$ cat src/design/ocfg_params.svh
// Purpose: constants of the command option configuration block
// Assumes: byte-wide option registers, 8-bit opcodes
// Notes: register addresses are local choices
`ifndef OCFG_PARAMS_SVH
`define OCFG_PARAMS_SVH

// opcodes seen on the command port
`define OCFG_OP_REG_READ 8'h65
`define OCFG_OP_REG_WRITE 8'h71
`define OCFG_OP_RESET_ENABLE 8'h66
`define OCFG_OP_RESET 8'h99
`define OCFG_OP_LEGACY_RESET 8'hF0

// register addresses on the generic register commands
`define OCFG_ADDR_BOOT 24'h000004
`define OCFG_ADDR_LIVE 24'h800004

// option bit positions
`define OCFG_BIT_BLANK_CHECK 5
`define OCFG_BIT_PAGE_WRAP 4
`define OCFG_BIT_SECTOR_MAP 3
`define OCFG_BIT_BLOCK_SIZE 1
`define OCFG_BIT_LEGACY_RST 0

// implemented bits, factory value, bits software may set in the live copy
`define OCFG_IMPL_MASK 8'h3B
`define OCFG_FACTORY 8'h02
`define OCFG_LIVE_WR_MASK 8'h33

// page buffer wrap points, last byte index
`define OCFG_PB_LAST_256 9'h0FF
`define OCFG_PB_LAST_512 9'h1FF

// parameter sector window size, log2 of bytes
`define OCFG_PARAM_WIN_LOG2 15

// erase kinds
`define OCFG_KIND_PARAM 2'h0
`define OCFG_KIND_SECTOR 2'h1
`define OCFG_KIND_BULK 2'h2

`endif

$ cat src/design/ocfg_pkg.sv
// Purpose: types of the command option configuration block
// Assumes: constants come from ocfg_params.svh
// Notes: none
package ocfg_pkg;

  typedef enum logic [4:0] {
    OCFG_ER_IDLE = 5'h01,
    OCFG_ER_STATUS = 5'h02,
    OCFG_ER_BLANK = 5'h04,
    OCFG_ER_START = 5'h08,
    OCFG_ER_SKIP = 5'h10
  } ocfg_erase_e;

  typedef struct packed {
    logic blank_check;
    logic page_wrap_512;
    logic uniform_map;
    logic block_256k;
    logic legacy_reset_en;
  } ocfg_opts_s;

  typedef struct packed {
    logic valid;
    logic [7:0] opcode;
    logic [23:0] addr;
    logic [7:0] wdata;
  } ocfg_cmd_s;

  typedef struct packed {
    logic [7:0] value;
    logic [7:0] burned;
    logic [15:0] busy_cnt;
  } ocfg_otp_s;

  typedef struct packed {
    logic [7:0] live;
    ocfg_erase_e est;
    logic [7:0] rdata;
    logic rvalid;
    logic reset_armed;
    logic soft_rst;
    logic boot_load;
    logic [1:0] hw_sync;
    logic hw_prev;
    logic [8:0] pb_addr;
    logic erase_go;
    logic erase_skip;
    logic in_param;
  } ocfg_state_s;

endpackage

$ cat src/design/ocfg_otp_bits.sv
// Purpose: one-time programmable boot copy of the option bits
// Assumes: rst stands for power-on, restoring the factory image
// Notes: programming time is a count of cycles
`timescale 1ns/1ps
`default_nettype none
`include "ocfg_params.svh"

module ocfg_otp_bits
  import ocfg_pkg::*;
#(
  parameter int unsigned PROG_CYCLES = 16
) (
  input wire logic clk,
  input wire logic rst,
  input wire logic prog_valid,
  input wire logic [7:0] prog_data,
  output logic [7:0] value,
  output logic busy
);

  ocfg_otp_s s_q;
  ocfg_otp_s s_d;
  logic [7:0] val_n;
  logic [7:0] burn_n;
  logic take;

  assign take = prog_valid && (s_q.busy_cnt == 16'h0000);

  genvar b;
  generate
    for (b = 0; b < 8; b++) begin : g_bit
      localparam logic DEF = 1'(`OCFG_FACTORY >> b);
      localparam logic IMPL = 1'(`OCFG_IMPL_MASK >> b);
      logic flip;
      assign flip = take && IMPL && !s_q.burned[b] && (prog_data[b] != DEF);
      assign val_n[b] = flip ? ~DEF : s_q.value[b];
      assign burn_n[b] = s_q.burned[b] | flip;
    end
  endgenerate

  always_comb begin
    s_d = s_q;
    s_d.value = val_n;
    s_d.burned = burn_n;
    if (take) begin
      s_d.busy_cnt = 16'(PROG_CYCLES);
    end else if (s_q.busy_cnt != 16'h0000) begin
      s_d.busy_cnt = s_q.busy_cnt - 16'h0001;
    end
  end

  always_ff @(posedge clk) begin
    if (rst) begin
      s_q <= '{value: `OCFG_FACTORY, burned: 8'h00, busy_cnt: 16'h0000};
    end else begin
      s_q <= s_d;
    end
  end

  assign value = s_q.value;
  assign busy = (s_q.busy_cnt != 16'h0000);

endmodule // ocfg_otp_bits
`default_nettype wire

$ cat src/design/ocfg_cmd_options.sv
// Purpose: command option register pair with the logic it steers
// Assumes: command port and array engine share clk
// Notes: reset pin is asynchronous to clk and synchronised here
`timescale 1ns/1ps
`default_nettype none
`include "ocfg_params.svh"

// Function
// - both copies read by register-read and written by register-write commands
// - power-on, hardware or software reset loads live copy from boot copy
// - each implemented boot bit may leave its factory value once, never return
// - bit 5 one enables blank check, zero disables it
// - blank check first looks at status; failed last erase means erase
// - good last erase: read sector, start erase at first zero bit
// - no zero bit found during blank read: skip the rest of erase
// - blank check covers parameter, sector and whole-array erase
// - blank check off: every erase starts at once, unconditionally
// - bit 4 picks page buffer wrap: one at 512, zero at 256
// - with 256 wrap, loads past byte 255 continue at address zero
// - bit 3 one gives uniform sectors, zero keeps 4 KB parameter sectors
// - parameter sectors overlay the top or bottom 32 KB of array
// - default map is hybrid with parameter sectors at bottom
// - bit 1 sets block erase area to 256 KB; ignored on largest part
// - bit 0 one makes F0h a software reset, zero ignores it
// - 66h then 99h always performs a software reset
module ocfg_cmd_options
  import ocfg_pkg::*;
#(
  parameter int unsigned ARRAY_ADDR_W = 26,
  parameter bit LARGEST_DENSITY = 1'b0,
  parameter int unsigned PROG_CYCLES = 16
) (
  input wire logic clk,
  input wire logic rst,
  input wire logic hw_reset_pin_n,
  input wire ocfg_cmd_s cmd,
  output logic rd_valid,
  output logic [7:0] rd_data,
  output logic boot_busy,
  output logic soft_reset,
  output ocfg_opts_s opts,
  input wire logic pb_load_start,
  input wire logic [8:0] pb_start_addr,
  input wire logic pb_load_byte,
  output logic [8:0] pb_addr,
  input wire logic [ARRAY_ADDR_W-1:0] map_addr,
  input wire logic param_at_top,
  output logic in_param_sector,
  input wire logic erase_req,
  input wire logic [1:0] erase_kind,
  input wire logic status_valid,
  input wire logic last_erase_ok,
  output logic blank_read_active,
  input wire logic blank_word_valid,
  input wire logic blank_word_has_zero,
  input wire logic blank_read_last,
  output logic erase_go,
  output logic erase_skip,
  output logic erase_busy
);

  localparam logic [ARRAY_ADDR_W-1:0] WIN_MASK =
    ARRAY_ADDR_W'({`OCFG_PARAM_WIN_LOG2{1'b1}});

  ocfg_state_s s_q;
  ocfg_state_s s_d;
  logic [7:0] boot_val;
  logic boot_prog;
  logic hit_boot;
  logic hit_live;
  logic is_read;
  logic is_write;
  logic hw_reset_edge;
  logic reload;
  logic [8:0] pb_last;
  logic bc_on;
  logic bc_kind;
  logic [ARRAY_ADDR_W-1:0] win_base;

  ocfg_otp_bits #(
    .PROG_CYCLES(PROG_CYCLES)
  ) u_boot (
    .clk(clk),
    .rst(rst),
    .prog_valid(boot_prog),
    .prog_data(cmd.wdata),
    .value(boot_val),
    .busy(boot_busy)
  );

  assign is_read = cmd.valid && (cmd.opcode == `OCFG_OP_REG_READ);
  assign is_write = cmd.valid && (cmd.opcode == `OCFG_OP_REG_WRITE);
  assign hit_boot = (cmd.addr == `OCFG_ADDR_BOOT);
  assign hit_live = (cmd.addr == `OCFG_ADDR_LIVE);

  assign boot_prog = is_write && hit_boot && !reload;

  // only the second stage is looked at; reset acts on pin falling
  assign hw_reset_edge = s_q.hw_prev && !s_q.hw_sync[1];

  assign reload = s_q.boot_load || s_q.soft_rst || hw_reset_edge;

  assign pb_last = s_q.live[`OCFG_BIT_PAGE_WRAP] ? `OCFG_PB_LAST_512 : `OCFG_PB_LAST_256;

  assign bc_on = s_q.live[`OCFG_BIT_BLANK_CHECK];

  assign bc_kind = (erase_kind == `OCFG_KIND_PARAM) ||
                   (erase_kind == `OCFG_KIND_SECTOR) ||
                   (erase_kind == `OCFG_KIND_BULK);

  assign win_base = param_at_top ? ~WIN_MASK : '0;

  always_comb begin
    s_d = s_q;
    s_d.rvalid = 1'b0;
    s_d.soft_rst = 1'b0;
    s_d.boot_load = 1'b0;
    s_d.erase_go = 1'b0;
    s_d.erase_skip = 1'b0;
    s_d.hw_sync = {s_q.hw_sync[0], hw_reset_pin_n};
    s_d.hw_prev = s_q.hw_sync[1];

    if (is_read) begin
      s_d.rvalid = 1'b1;
      if (hit_boot) begin
        s_d.rdata = boot_val & `OCFG_IMPL_MASK;
      end else if (hit_live) begin
        s_d.rdata = s_q.live & `OCFG_IMPL_MASK;
      end else begin
        s_d.rdata = 8'h00;
      end
    end

    if (is_write && hit_live) begin
      s_d.live = (cmd.wdata & `OCFG_LIVE_WR_MASK) |
                 (s_q.live & ~`OCFG_LIVE_WR_MASK);
    end

    s_d.live[`OCFG_BIT_SECTOR_MAP] = boot_val[`OCFG_BIT_SECTOR_MAP];

    if (cmd.valid) begin
      s_d.reset_armed = (cmd.opcode == `OCFG_OP_RESET_ENABLE);
      if (cmd.opcode == `OCFG_OP_RESET && s_q.reset_armed) begin
        s_d.soft_rst = 1'b1;
      end
      if (cmd.opcode == `OCFG_OP_LEGACY_RESET && s_q.live[`OCFG_BIT_LEGACY_RST]) begin
        s_d.soft_rst = 1'b1;
      end
    end

    if (pb_load_start) begin
      s_d.pb_addr = pb_start_addr & pb_last;
    end else if (pb_load_byte) begin
      if (s_q.pb_addr == pb_last) begin
        s_d.pb_addr = 9'h000;
      end else begin
        s_d.pb_addr = (s_q.pb_addr + 9'h001) & pb_last;
      end
    end

    s_d.in_param = !s_q.live[`OCFG_BIT_SECTOR_MAP] &&
                   ((map_addr & ~WIN_MASK) == win_base);

    case (s_q.est)
      OCFG_ER_IDLE: begin
        if (erase_req) begin
          if (bc_on && bc_kind) begin
            s_d.est = OCFG_ER_STATUS;
          end else begin
            s_d.est = OCFG_ER_START;
          end
        end
      end
      OCFG_ER_STATUS: begin
        if (status_valid) begin
          if (last_erase_ok) begin
            s_d.est = OCFG_ER_BLANK;
          end else begin
            s_d.est = OCFG_ER_START;
          end
        end
      end
      OCFG_ER_BLANK: begin
        if (blank_word_valid) begin
          if (blank_word_has_zero) begin
            s_d.est = OCFG_ER_START;
          end else if (blank_read_last) begin
            s_d.est = OCFG_ER_SKIP;
          end
        end
      end
      OCFG_ER_START: begin
        s_d.erase_go = 1'b1;
        s_d.est = OCFG_ER_IDLE;
      end
      OCFG_ER_SKIP: begin
        s_d.erase_skip = 1'b1;
        s_d.est = OCFG_ER_IDLE;
      end
      default: begin
        s_d.est = OCFG_ER_IDLE;
      end
    endcase

    if (reload) begin
      s_d.live = boot_val & `OCFG_IMPL_MASK;
      s_d.est = OCFG_ER_IDLE;
      s_d.reset_armed = 1'b0;
      s_d.pb_addr = 9'h000;
    end
  end

  always_ff @(posedge clk) begin
    if (rst) begin
      s_q <= '{
        live: `OCFG_FACTORY,
        est: OCFG_ER_IDLE,
        rdata: 8'h00,
        rvalid: 1'b0,
        reset_armed: 1'b0,
        soft_rst: 1'b0,
        boot_load: 1'b1,
        hw_sync: 2'b11,
        hw_prev: 1'b1,
        pb_addr: 9'h000,
        erase_go: 1'b0,
        erase_skip: 1'b0,
        in_param: 1'b0
      };
    end else begin
      s_q <= s_d;
    end
  end

  assign rd_valid = s_q.rvalid;
  assign rd_data = s_q.rdata;
  assign soft_reset = s_q.soft_rst;
  assign pb_addr = s_q.pb_addr;
  assign in_param_sector = s_q.in_param;
  assign erase_go = s_q.erase_go;
  assign erase_skip = s_q.erase_skip;
  assign blank_read_active = (s_q.est == OCFG_ER_BLANK);
  assign erase_busy = (s_q.est != OCFG_ER_IDLE);

  assign opts.blank_check = s_q.live[`OCFG_BIT_BLANK_CHECK];
  assign opts.page_wrap_512 = s_q.live[`OCFG_BIT_PAGE_WRAP];
  assign opts.uniform_map = s_q.live[`OCFG_BIT_SECTOR_MAP];
  assign opts.block_256k = LARGEST_DENSITY ? 1'b1 : s_q.live[`OCFG_BIT_BLOCK_SIZE];
  assign opts.legacy_reset_en = s_q.live[`OCFG_BIT_LEGACY_RST];

endmodule // ocfg_cmd_options
`default_nettype wire

$ cat config.mk
export PLATFORM = sky130hd
export DESIGN_NAME = ocfg_cmd_options
export DESIGN_NICKNAME = d
export VERILOG_FILES = /design/src/design/ocfg_pkg.sv /design/src/design/ocfg_otp_bits.sv /design/src/design/ocfg_cmd_options.sv
export VERILOG_INCLUDE_DIRS = /design/src /design/src/design
export SDC_FILE = /design/constraint.sdc
export NUM_CORES = 1
export LEC_CHECK = 0
export BUFFER_PORTS_ARGS = -buffer_cell sky130_fd_sc_hd__clkbuf_2
export CAP_MARGIN = 20
export CORE_MARGIN = 2
export CORE_UTILIZATION = 52
export DETAILED_ROUTE_END_ITERATION = 8
export GPL_ROUTABILITY_DRIVEN = 0
export PLACE_DENSITY = 0.95
export SETUP_SLACK_MARGIN = 0.15
export SYNTH_ARGS = -nofsm -noshare
export SYNTH_HDL_FRONTEND = slang
export SYNTH_SLANG_ARGS = --single-unit
export TNS_END_PERCENT = 5
$ cat constraint.sdc
create_clock -name clk -period 3.9 [get_ports clk]
set_clock_uncertainty 0.05 [all_clocks]
set_input_delay 0.195 -clock clk [delete_from_list [all_inputs] [get_ports clk]]
set_output_delay 0.195 -clock clk [all_outputs]
set_load 0.03 [all_outputs]
==> After elaboration in Yosys (flattened, before gate mapping) <==
Index checks and enable logic that the tools add are counted.
{ "totals": {"regBits": 66, "inputBits": 90, "output_inout_bits": 30, "word_cells": 125} }
{ "classes": {"addsub": 2, "n_eq_ne": 21, "muxes": 26, "bitwise": 10, "reduce_logical": 43} }
{ "ops": {"columns": ["operator", "count"], "rows": [
  ["$mux W9", 5],
  ["$mux W5", 7],
  ["$eq A26 B26 Y1", 1],
  ["$mux W26", 1],
  ["$eq A24 B24 Y1 const B", 1],
  ["$eq A24 B3 Y1 const B", 1],
  ["$eq A8 B7 Y1 const B", 3],
  ["$logic_and A1 B1 Y1", 21],
  ["$and A9 B9 Y9", 2],
  ["$mux W6", 3],
  ["$eq A8 B8 Y1 const B", 2],
  ["$logic_not A16 Y1", 1],
  ["$mux W16", 1],
  ["$reduce_bool A16 Y1", 1],
  ["$sub A16 B1 Y16 const B", 1],
  ["$pmux W5 S3", 1],
  ["$mux W11", 1],
  ["$add A9 B1 Y9 const B", 1],
  ["$eq A9 B9 Y1", 1],
  ["$logic_not A1 Y1", 8],
  ["$mux W4", 2],
  ["$or A6 B8 Y8", 1],
  ["$reduce_bool A2 Y1", 3],
  ["$reduce_or A2 Y1", 3],
  ["other kinds (17)", 30]
]} }

==> Longest topological paths before layout <==
Gate-level depths: netlist of run 1.
{ "depth": {"depth_word": 9, "mapped_depth": 8, "depth_no_buf": 7} }

==> Hierarchy <==
Synthesis of run 1 repeated with hierarchy kept, for this count alone.
{ "unflattened": {"cells_unflattened": 375, "hier_area_um2": 3228.1} }
{ "modules_own_cells": {"columns": ["module", "instances", "cells_per_inst", "area_each_um2"], "rows": [
  ["ocfg_cmd_options", 1, 229, 1930.6],
  ["ocfg_otp_bits", 1, 146, 1297.5]
]} }

==> Least setup slack after synthesis of run 1 <==
Ideal clock, no wire load.
{ "synth_path": {"path_type": "reg-to-reg", "startpoint": "register u_boot.s_q[0] (netlist name)", "endpoint": "register u_boot.s_q[11] (netlist name)", "setup_time_ns": 0.115, "t_arrival_ns": 1.593, "path_slack_ns": 2.142, "path_stages_with_launch": 9, "synth_period_minus_slack_ns": 1.758, "path_cell_list": "dfxtp_1 -> inv_1 -> ha_1 -> nor3b_1 -> and3b_1 -> and4b_1 -> a31o_2 -> buf_6 -> nor2_1"} }
{ "synth_via": {"elab_chain_len": 3, "word_cells_on_any_way": 5} }
{ "synth_lines": {"columns": ["item", "line_no", "text"], "rows": [
  ["from (decl)", "ocfg_otp_bits.sv:21", "ocfg_otp_s s_q;"],
  ["from (signal assigned)", "ocfg_otp_bits.sv:54", "s_q <= '{value: `OCFG_FACTORY, burned: 8'h00, busy_cnt: 16'h0000};"],
  ["branches (longest 3 deep; another with $sub A16 B1 Y16)", null, null]
]} }
Parallel ways; which one is timed is not known.
A chain may end at the register's enable or synchronous reset.

==> Worst setup path in the final report of run 1 <==
{ "layout_path": {"startpoint": "register u_boot.s_q[0] (netlist name)", "endpoint": "output boot_busy"} }
{ "layout_via": {"elab_chain_len": 1} }
{ "layout_lines": {"columns": ["item", "line_no", "text"], "rows": [
  ["$reduce_bool A16 Y1", "ocfg_otp_bits.sv:61", "assign busy = (s_q.busy_cnt != 16'h0000);"],
  ["to (decl)", "ocfg_cmd_options.sv:39", "output logic boot_busy,"]
]} }
No other way between the ends.

==> results.cfg, run 1 <==
[run_status]
status = finished, final reports clean

[grt]
groute.layer.met3.usage_pct = 7.528
grt_start_max_net_pins = 26
grt_pass1_vias = 2707
grt.met2_usage_pct = 43.17
top_usage_layer = met2
antenna_found_initial = 0
grt_pass1_wl_mm = 11.75
overflow = 0
grt.total_usage_pct = 23.27
grt_use_met1_pct = 24.74

[cells_and_area]
nets = 518
regArea_um2 = 1201
fillers = 445
final_cells = 502
area_delta_synth_final_pct = 19.62
layout-drive-gt1-share_pct = 28.84
multi_input_area_um2 = 1594
antenna_cells = 0

[cts]
cts_buffers = 9
cts_resized = 0
clk_latency_ps = 340
cts-root-buf = clkbuf_8
cts_sinks = 60
clockBufferDepth = 2
cts_tree = built
cts.htree.levels = 3
clkTransAtPathRegs_ps = 60

[setup_path]
critical-path-top-delay-family = simple AND/OR/NAND/NOR gates
crit_type = reg2out
worstPathArrival_ps = 2120
crit_path_max_fanout = 12
cp_cell_sequence = inv_1, ha_1, nor3b_1, nand4_1, clkbuf_2
cp_slowest_stage_delay_ps = 510
start_kind = flip-flop
cp_num_buf_inv = 2
required_ps = 3650
cp-end-kind = output pin
slowest_stage = nand4_1

[pwr]
ir_drop_v = 0.0004251
power.density_nw_per_um2 = 546.6
leakage_nw = 1.591

[yosys]
ys.flop_type = dfxtp_1
ys_async_sr_fraction_pct = 0
synthTopCellsByArea = dfxtp_1, buf_4, nor2_1
synth_top_area_share_pct = 39.41
synth.most_common_cell = dfxtp_1
synthCells = 346
muxShareOfSynthArea_pct = 3.284
synth_area_um2 = 3048
synth_compound_area_share_pct = 13.14
synth_cell_types = 57
synth-adder-area-share_pct = 1.232
avgSynthCellArea_um2 = 8.809
synth_top_family_by_area = simple AND/OR/NAND/NOR gates
netlist_top_cells_count = dfxtp_1, nor2_1, nand2_1
yosys.area_share.simple_pct = 29.39
seq_area_frac_synth_pct = 39.41
synth_edf_count = 0
ys_ff_latch = 60
yosys_warnings = 0
synth_area_leader_cell = dfxtp_1
synth-xor-area-share_pct = 4.885

[floorplan]
dieArea_um2 = 6490
rows = 27
start_util_pct = 54.68
fp.dieW_um = 80.56
num_io_pins = 120
fp.coreArea_um2 = 5574
chipHeight_um = 80.56

[drt]
vias = 2766
ant_nets = 0
drcViolationCount = 0
drt-initial-drc-count = 131
wl_per_cell_um = 14.03
dr.pass1.iters = 4
viasPerCell = 5.510
routed_wl_mm = 7.044

[timing]
rsz0062_at_grt = false
setup_viol = 0
max_freq_ghz = 0.4221
setup_tns_ps = 0
relSlewSlack_pct = 64.21
drv_slew = 0
hold_viol_final = 0
fin_crit_ps = 2369
fin_crit_sh_pct = 60.75
worst_slew_pin_slew_ps = 535.3

[place]
hpwl_mm = 5.217
placedCellCount = 484
io_buffers = 98

[flow_run]
drv_cap = 0

[min_path]
min-delay-path-class = in2reg
-- worst reg2reg max path, cell delays in order (launching register included) --
cell,delay [ps]
dfxtp_1,330
inv_1,90
ha_1,170
nor3b_1,340
nand4_1,510
and3_1,410
a21o_1,170
a21oi_1,90
-- cells by family after synthesis --
group | Yosys count
other | 1
AO/OA/AOI/OAI | 56
adder cells (fa/ha/maj) | 3
multiplexers | 10
flip-flops | 60
AND/OR/NAND/NOR | 155
buffers and inverters | 44
XOR/XNOR | 17
-- what timing repair did --
| item | 4_1_cts | 5_1_grt |
|---|---|---|
| hold buffers | 2 | 0 |
| setup buffers | 0 | 0 |
| endpoints found under the hold margin | 2 | 0 |
-- metrics by stage --
step                      area (um2)  util, %  setup slack [ps]  hold WS, ps  power (mW)
after floorplan                 3055        -              2142        172.7       1.274
after global placement          3413    61.23              1803        341.6       1.383
after detailed placement        3413    61.23              1717        345.7       1.411
after CTS                       3646    65.41              1513        36.30       2.004
after global routing            3646    65.41              1310        54.83       2.131
final                           3646    65.41              1531        54.83       1.993
-- power breakdown --
part	leakage [nW]	total, mW	switching, mW	internal (mW)
clock	0.110	0.581	0.234	0.348
sequential	0.489	0.779	0.0881	0.691
combinational	0.993	0.633	0.349	0.284
total	1.59	1.99	0.671	1.32
-- path summary, 6_finish.rpt --
kind                                    start        endpoint  slack (ps)  depth (start not counted)
worst max-delay path            u_boot.s_q[0]       boot_busy        1530                          5
worst min-delay path                   cmd[1]  u_boot.s_q[17]          50                          2
worst max register to register  u_boot.s_q[0]   u_boot.s_q[4]        1670                          7
worst min register to register        s_d[14]         s_d[12]         360                          1
-- final cells by class --
cell class | count | area share, %
Multi-Input combinational cell | 244 | 43.72
Sequential cell | 60 | 32.94
Timing Repair Buffer | 100 | 14.00
Clock buffer | 13 | 4.633
Tap cell | 72 | 2.471
Clock inverter | 3 | 1.201
Inverter | 10 | 1.030
-- layer usage --
layer | part of all wire (%) | vias to the layer above
met1 | 41 | 1292
met4 | 1.1 | 0
met5 | 0 | -
met3 | 5.1 | 10
li1 | - | 1396
met2 | 52 | 68
-- flip-flops by register name, indices dropped and copies added (netlist names) --
| register | flops |
|---|---|
| s_q | 8 |
| u_boot.value | 5 |
| s_d | 2 |
| erase_go | 1 |
| erase_skip | 1 |
| rd_valid | 1 |
| rd_data | 5 |
| opts | 5 |
| pb_addr | 9 |
| in_param_sector | 1 |
| u_boot.s_q | 21 |
| soft_reset | 1 |
-- layout by cell type (no fill, tap or decap), types with 2 or more instances in the layout --
master         synthesis  final
clkbuf_2               0     98
dfxtp_1               60     60
nor2_1                42     42
nand2_1               23     23
a21oi_1               14     14
clkbuf_8               0     12
nor4_1                10     10
inv_1                 10     10
nor3_1                10     10
mux2i_1               10     10
nand4_1                9      9
xnor2_1                9      9
nand3_1                9      9
or3_1                  9      9
xor2_1                 8      8
and4b_1                7      7
o21ai_0                7      7
and3_1                 5      5
a31oi_1                4      4
a22oi_1                4      4
nand4b_1               4      4
nand2b_1               4      4
o2bb2ai_1              4      4
nor3b_1                3      3
and4_1                 3      3
o22ai_1                3      3
a211oi_1               3      3
ha_1                   3      3
conb_1                 1      3
o2111ai_1              2      2
and3b_1                2      2
and2_1                 2      2
and4bb_2               2      2
nand3b_1               2      2
a21boi_0               2      2
or2_2                  2      2
o32ai_2                2      2
dlygate4sd3_1          0      2
(Power assumes the default switching activity.)
==> run 2, diff against run 1 <==
Settings changed: ABC_AREA set to 1, CORE_UTILIZATION 52 to 50, PLACE_DENSITY 0.95 to 0.92.
Clock period 3.9 ns to 2.4 ns, I/O delays scaled along.
==> run 2 against run 1 <==
Utilization down 3.4 points; hold slack got worse by 39 ps; final cell count increased by 30%; via count up 22%; sequential power increased by 58%; sequential cell count is the same; cell area is 8.0% higher; clock-buffer cell count decreased by 4; setup slack got worse by 880 ps; highest routed layer unchanged.
==> results.cfg, run 2 <==
[run_status]
status = finished, final reports clean

[yosys]
yosys_warnings = 0
synth.most_common_cell = nand2_1
synth_cell_types = 38
ys_async_sr_fraction_pct = 0
synth_area_um2 = 3291
ys.flop_type = dfxtp_1
avgSynthCellArea_um2 = 6.856
seq_area_frac_synth_pct = 36.50
synthTopCellsByArea = dfxtp_1, nand2_1, nor2_1
synth_edf_count = 0
netlist_top_cells_count = nand2_1, nor2_1, dfxtp_1
ys_ff_latch = 60
synth_top_area_share_pct = 36.50
synthCells = 480
synth_area_leader_cell = dfxtp_1

[cts]
cts_sinks = 60
post-cts-setup-buffers = 0
cts.htree.levels = 3
cts_resized = 0
cts_tree = built
clockBufferDepth = 2
clk_latency_ps = 340
cts_buffers = 9
cts-root-buf = clkbuf_8
clkTransAtPathRegs_ps = 70

[min_path]
holdPathStages = 3
min-delay-path-class = in2reg

[timing]
whs_ps = 15.64
hold_viol_final = 0
worst_slew_pin_slew_ps = 595.6
setup_tns_ps = 0
drv_slew = 0
max_freq_ghz = 0.5715
setup_viol = 0
fin_crit_ps = 1750
fin_crit_sh_pct = 72.90
relSlewSlack_pct = 60.25
rsz0062_at_grt = false

[setup_path]
required_ps = 2230
start_kind = flip-flop
cp-end-kind = output pin
worstPathArrival_ps = 1580
r2r_cells = 9
slowest_stage = dfxtp_1
crit_path_max_fanout = 4
crit_type = reg2out
cp_slowest_stage_delay_ps = 340
cp_cell_sequence = inv_1, ha_1, nand3_1, nor2_2, nand2_1, clkbuf_2

[floorplan]
num_io_pins = 120
dieArea_um2 = 7246
rows = 29
chipHeight_um = 85.13
fp.coreArea_um2 = 6350
fp.dieW_um = 85.13
start_util_pct = 51.82

[grt]
grt_start_max_net_pins = 20
grt.total_usage_pct = 22.11
antenna_found_initial = 0
grt_pass1_vias = 3262
overflow = 0
grt_pass1_wl_mm = 13.10

[drt]
dr_wl_met3_um = 445
ant_nets = 0
wl_met1_mm = 3.162
dr.pass1.iters = 6
topRoutingLayerUsed = met4
drcViolationCount = 0
vias = 3373
routed_wl_mm = 7.644
viasPerCell = 5.181
drt-initial-drc-count = 169
dr_wl_met2_mm = 3.826
wl_per_cell_um = 11.74

[cells_and_area]
final_cell_mix = clkbuf_2, nand2_1, nor2_1, dfxtp_1, inv_1
final_util_pct = 62.03
regMostFlops = u_boot.s_q
layout_commonest_cell = clkbuf_2
layout-drive-gt1-share_pct = 23.87
final_cells = 651
largest_reg_flops = 21
area_delta_synth_final_pct = 19.70
nets = 662
antenna_cells = 0

[pwr]
ir_drop_v = 0.0008053
power_mw = 3.231
leakage_nw = 1.877
power.density_nw_per_um2 = 820.2

[place]
hpwl_mm = 5.801
placedCellCount = 627
io_buffers = 98

[flow_run]
drv_cap = 0
## run 2: cell count changes in the layout (fill, tap and decap cells not counted), sizes merged, moves of 6 or more
cell | before | now
inv | 10 | 51
mux2i | 10 | 0
nand2 | 23 | 86
nor4 | 12 | 4
or3 | 9 | 1
and4b | 7 | 0
dlygate4sd3 | 2 | 8
nand4 | 9 | 16
a21oi | 14 | 32
nand3 | 10 | 45
nor2 | 42 | 90
## run 2: layout make-up
type                       count  area (um2)
inverter                      50       187.7
fill                         540        2411
sequential                    60        1201
tap                           77       96.34
clock inverter                 7       52.55
multi-input combinational    341        1699
timing repair buffer         107       578.1
clock buffer                   9       123.9
## run 2: critical path, delay by kind of cell, from the launching register on
family / cells / cell delay [ps]
flops: 1 / 340
buf+inv: 2 / 330
fa+ha+maj: 1 / 210
simple gates: 3 / 370
## run 2: what timing repair did
item                                    4_1_cts  5_1_grt
hold endpoints to repair                      7        0
hold buffers                                  8        0
endpoints found under the setup margin        0        0
## run 2: path summary, 6_finish.rpt
kind | from | end | slack [ps]
max | u_boot.s_q[0] | boot_busy | 650
min | cmd[3] | u_boot.value[3] | 20
max reg2reg | u_boot.s_q[0] | u_boot.s_q[12] | 660
min reg2reg | s_d[14] | s_d[12] | 360
## run 2: where the power goes
| group | total [mW] | leakage (nW) | internal, mW | switching (mW) |
|---|---|---|---|---|
| clock | 0.797 | 0.0896 | 0.378 | 0.419 |
| combinational | 1.21 | 1.30 | 0.475 | 0.731 |
| sequential | 1.23 | 0.488 | 1.12 | 0.109 |
| total | 3.23 | 1.88 | 1.97 | 1.26 |
## run 2: logic make-up (layout without fill, tap and decap cells)
kind of cell,Yosys count,count (layout),synth area share [%]
AND/OR/NAND/NOR,262,262,36.08
buffers and inverters,81,173,12.09
flip-flops,60,60,36.50
AO/OA/AOI/OAI,56,56,9.544
XOR/XNOR,17,17,4.525
adder cells (fa/ha/maj),3,3,1.141
other,1,3,0.1140
## run 2: layer usage
| layer | up-vias | GRT usage (%) |
|---|---|---|
| met4 | 0 | 10.68 |
| met3 | 25 | 6.420 |
| met1 | 1516 | 23.71 |
| met2 | 96 | 39.56 |
| met5 | - | 0 |
| li1 | 1736 | - |
## run 2: stage by stage
stage	instance area [um2]	setup slack (ps)
floorplan	3298	816.1
global placement	3682	770.6
detailed placement	3682	681.8
CTS	3939	641.0
global route	3939	512.8
finish	3939	650.3
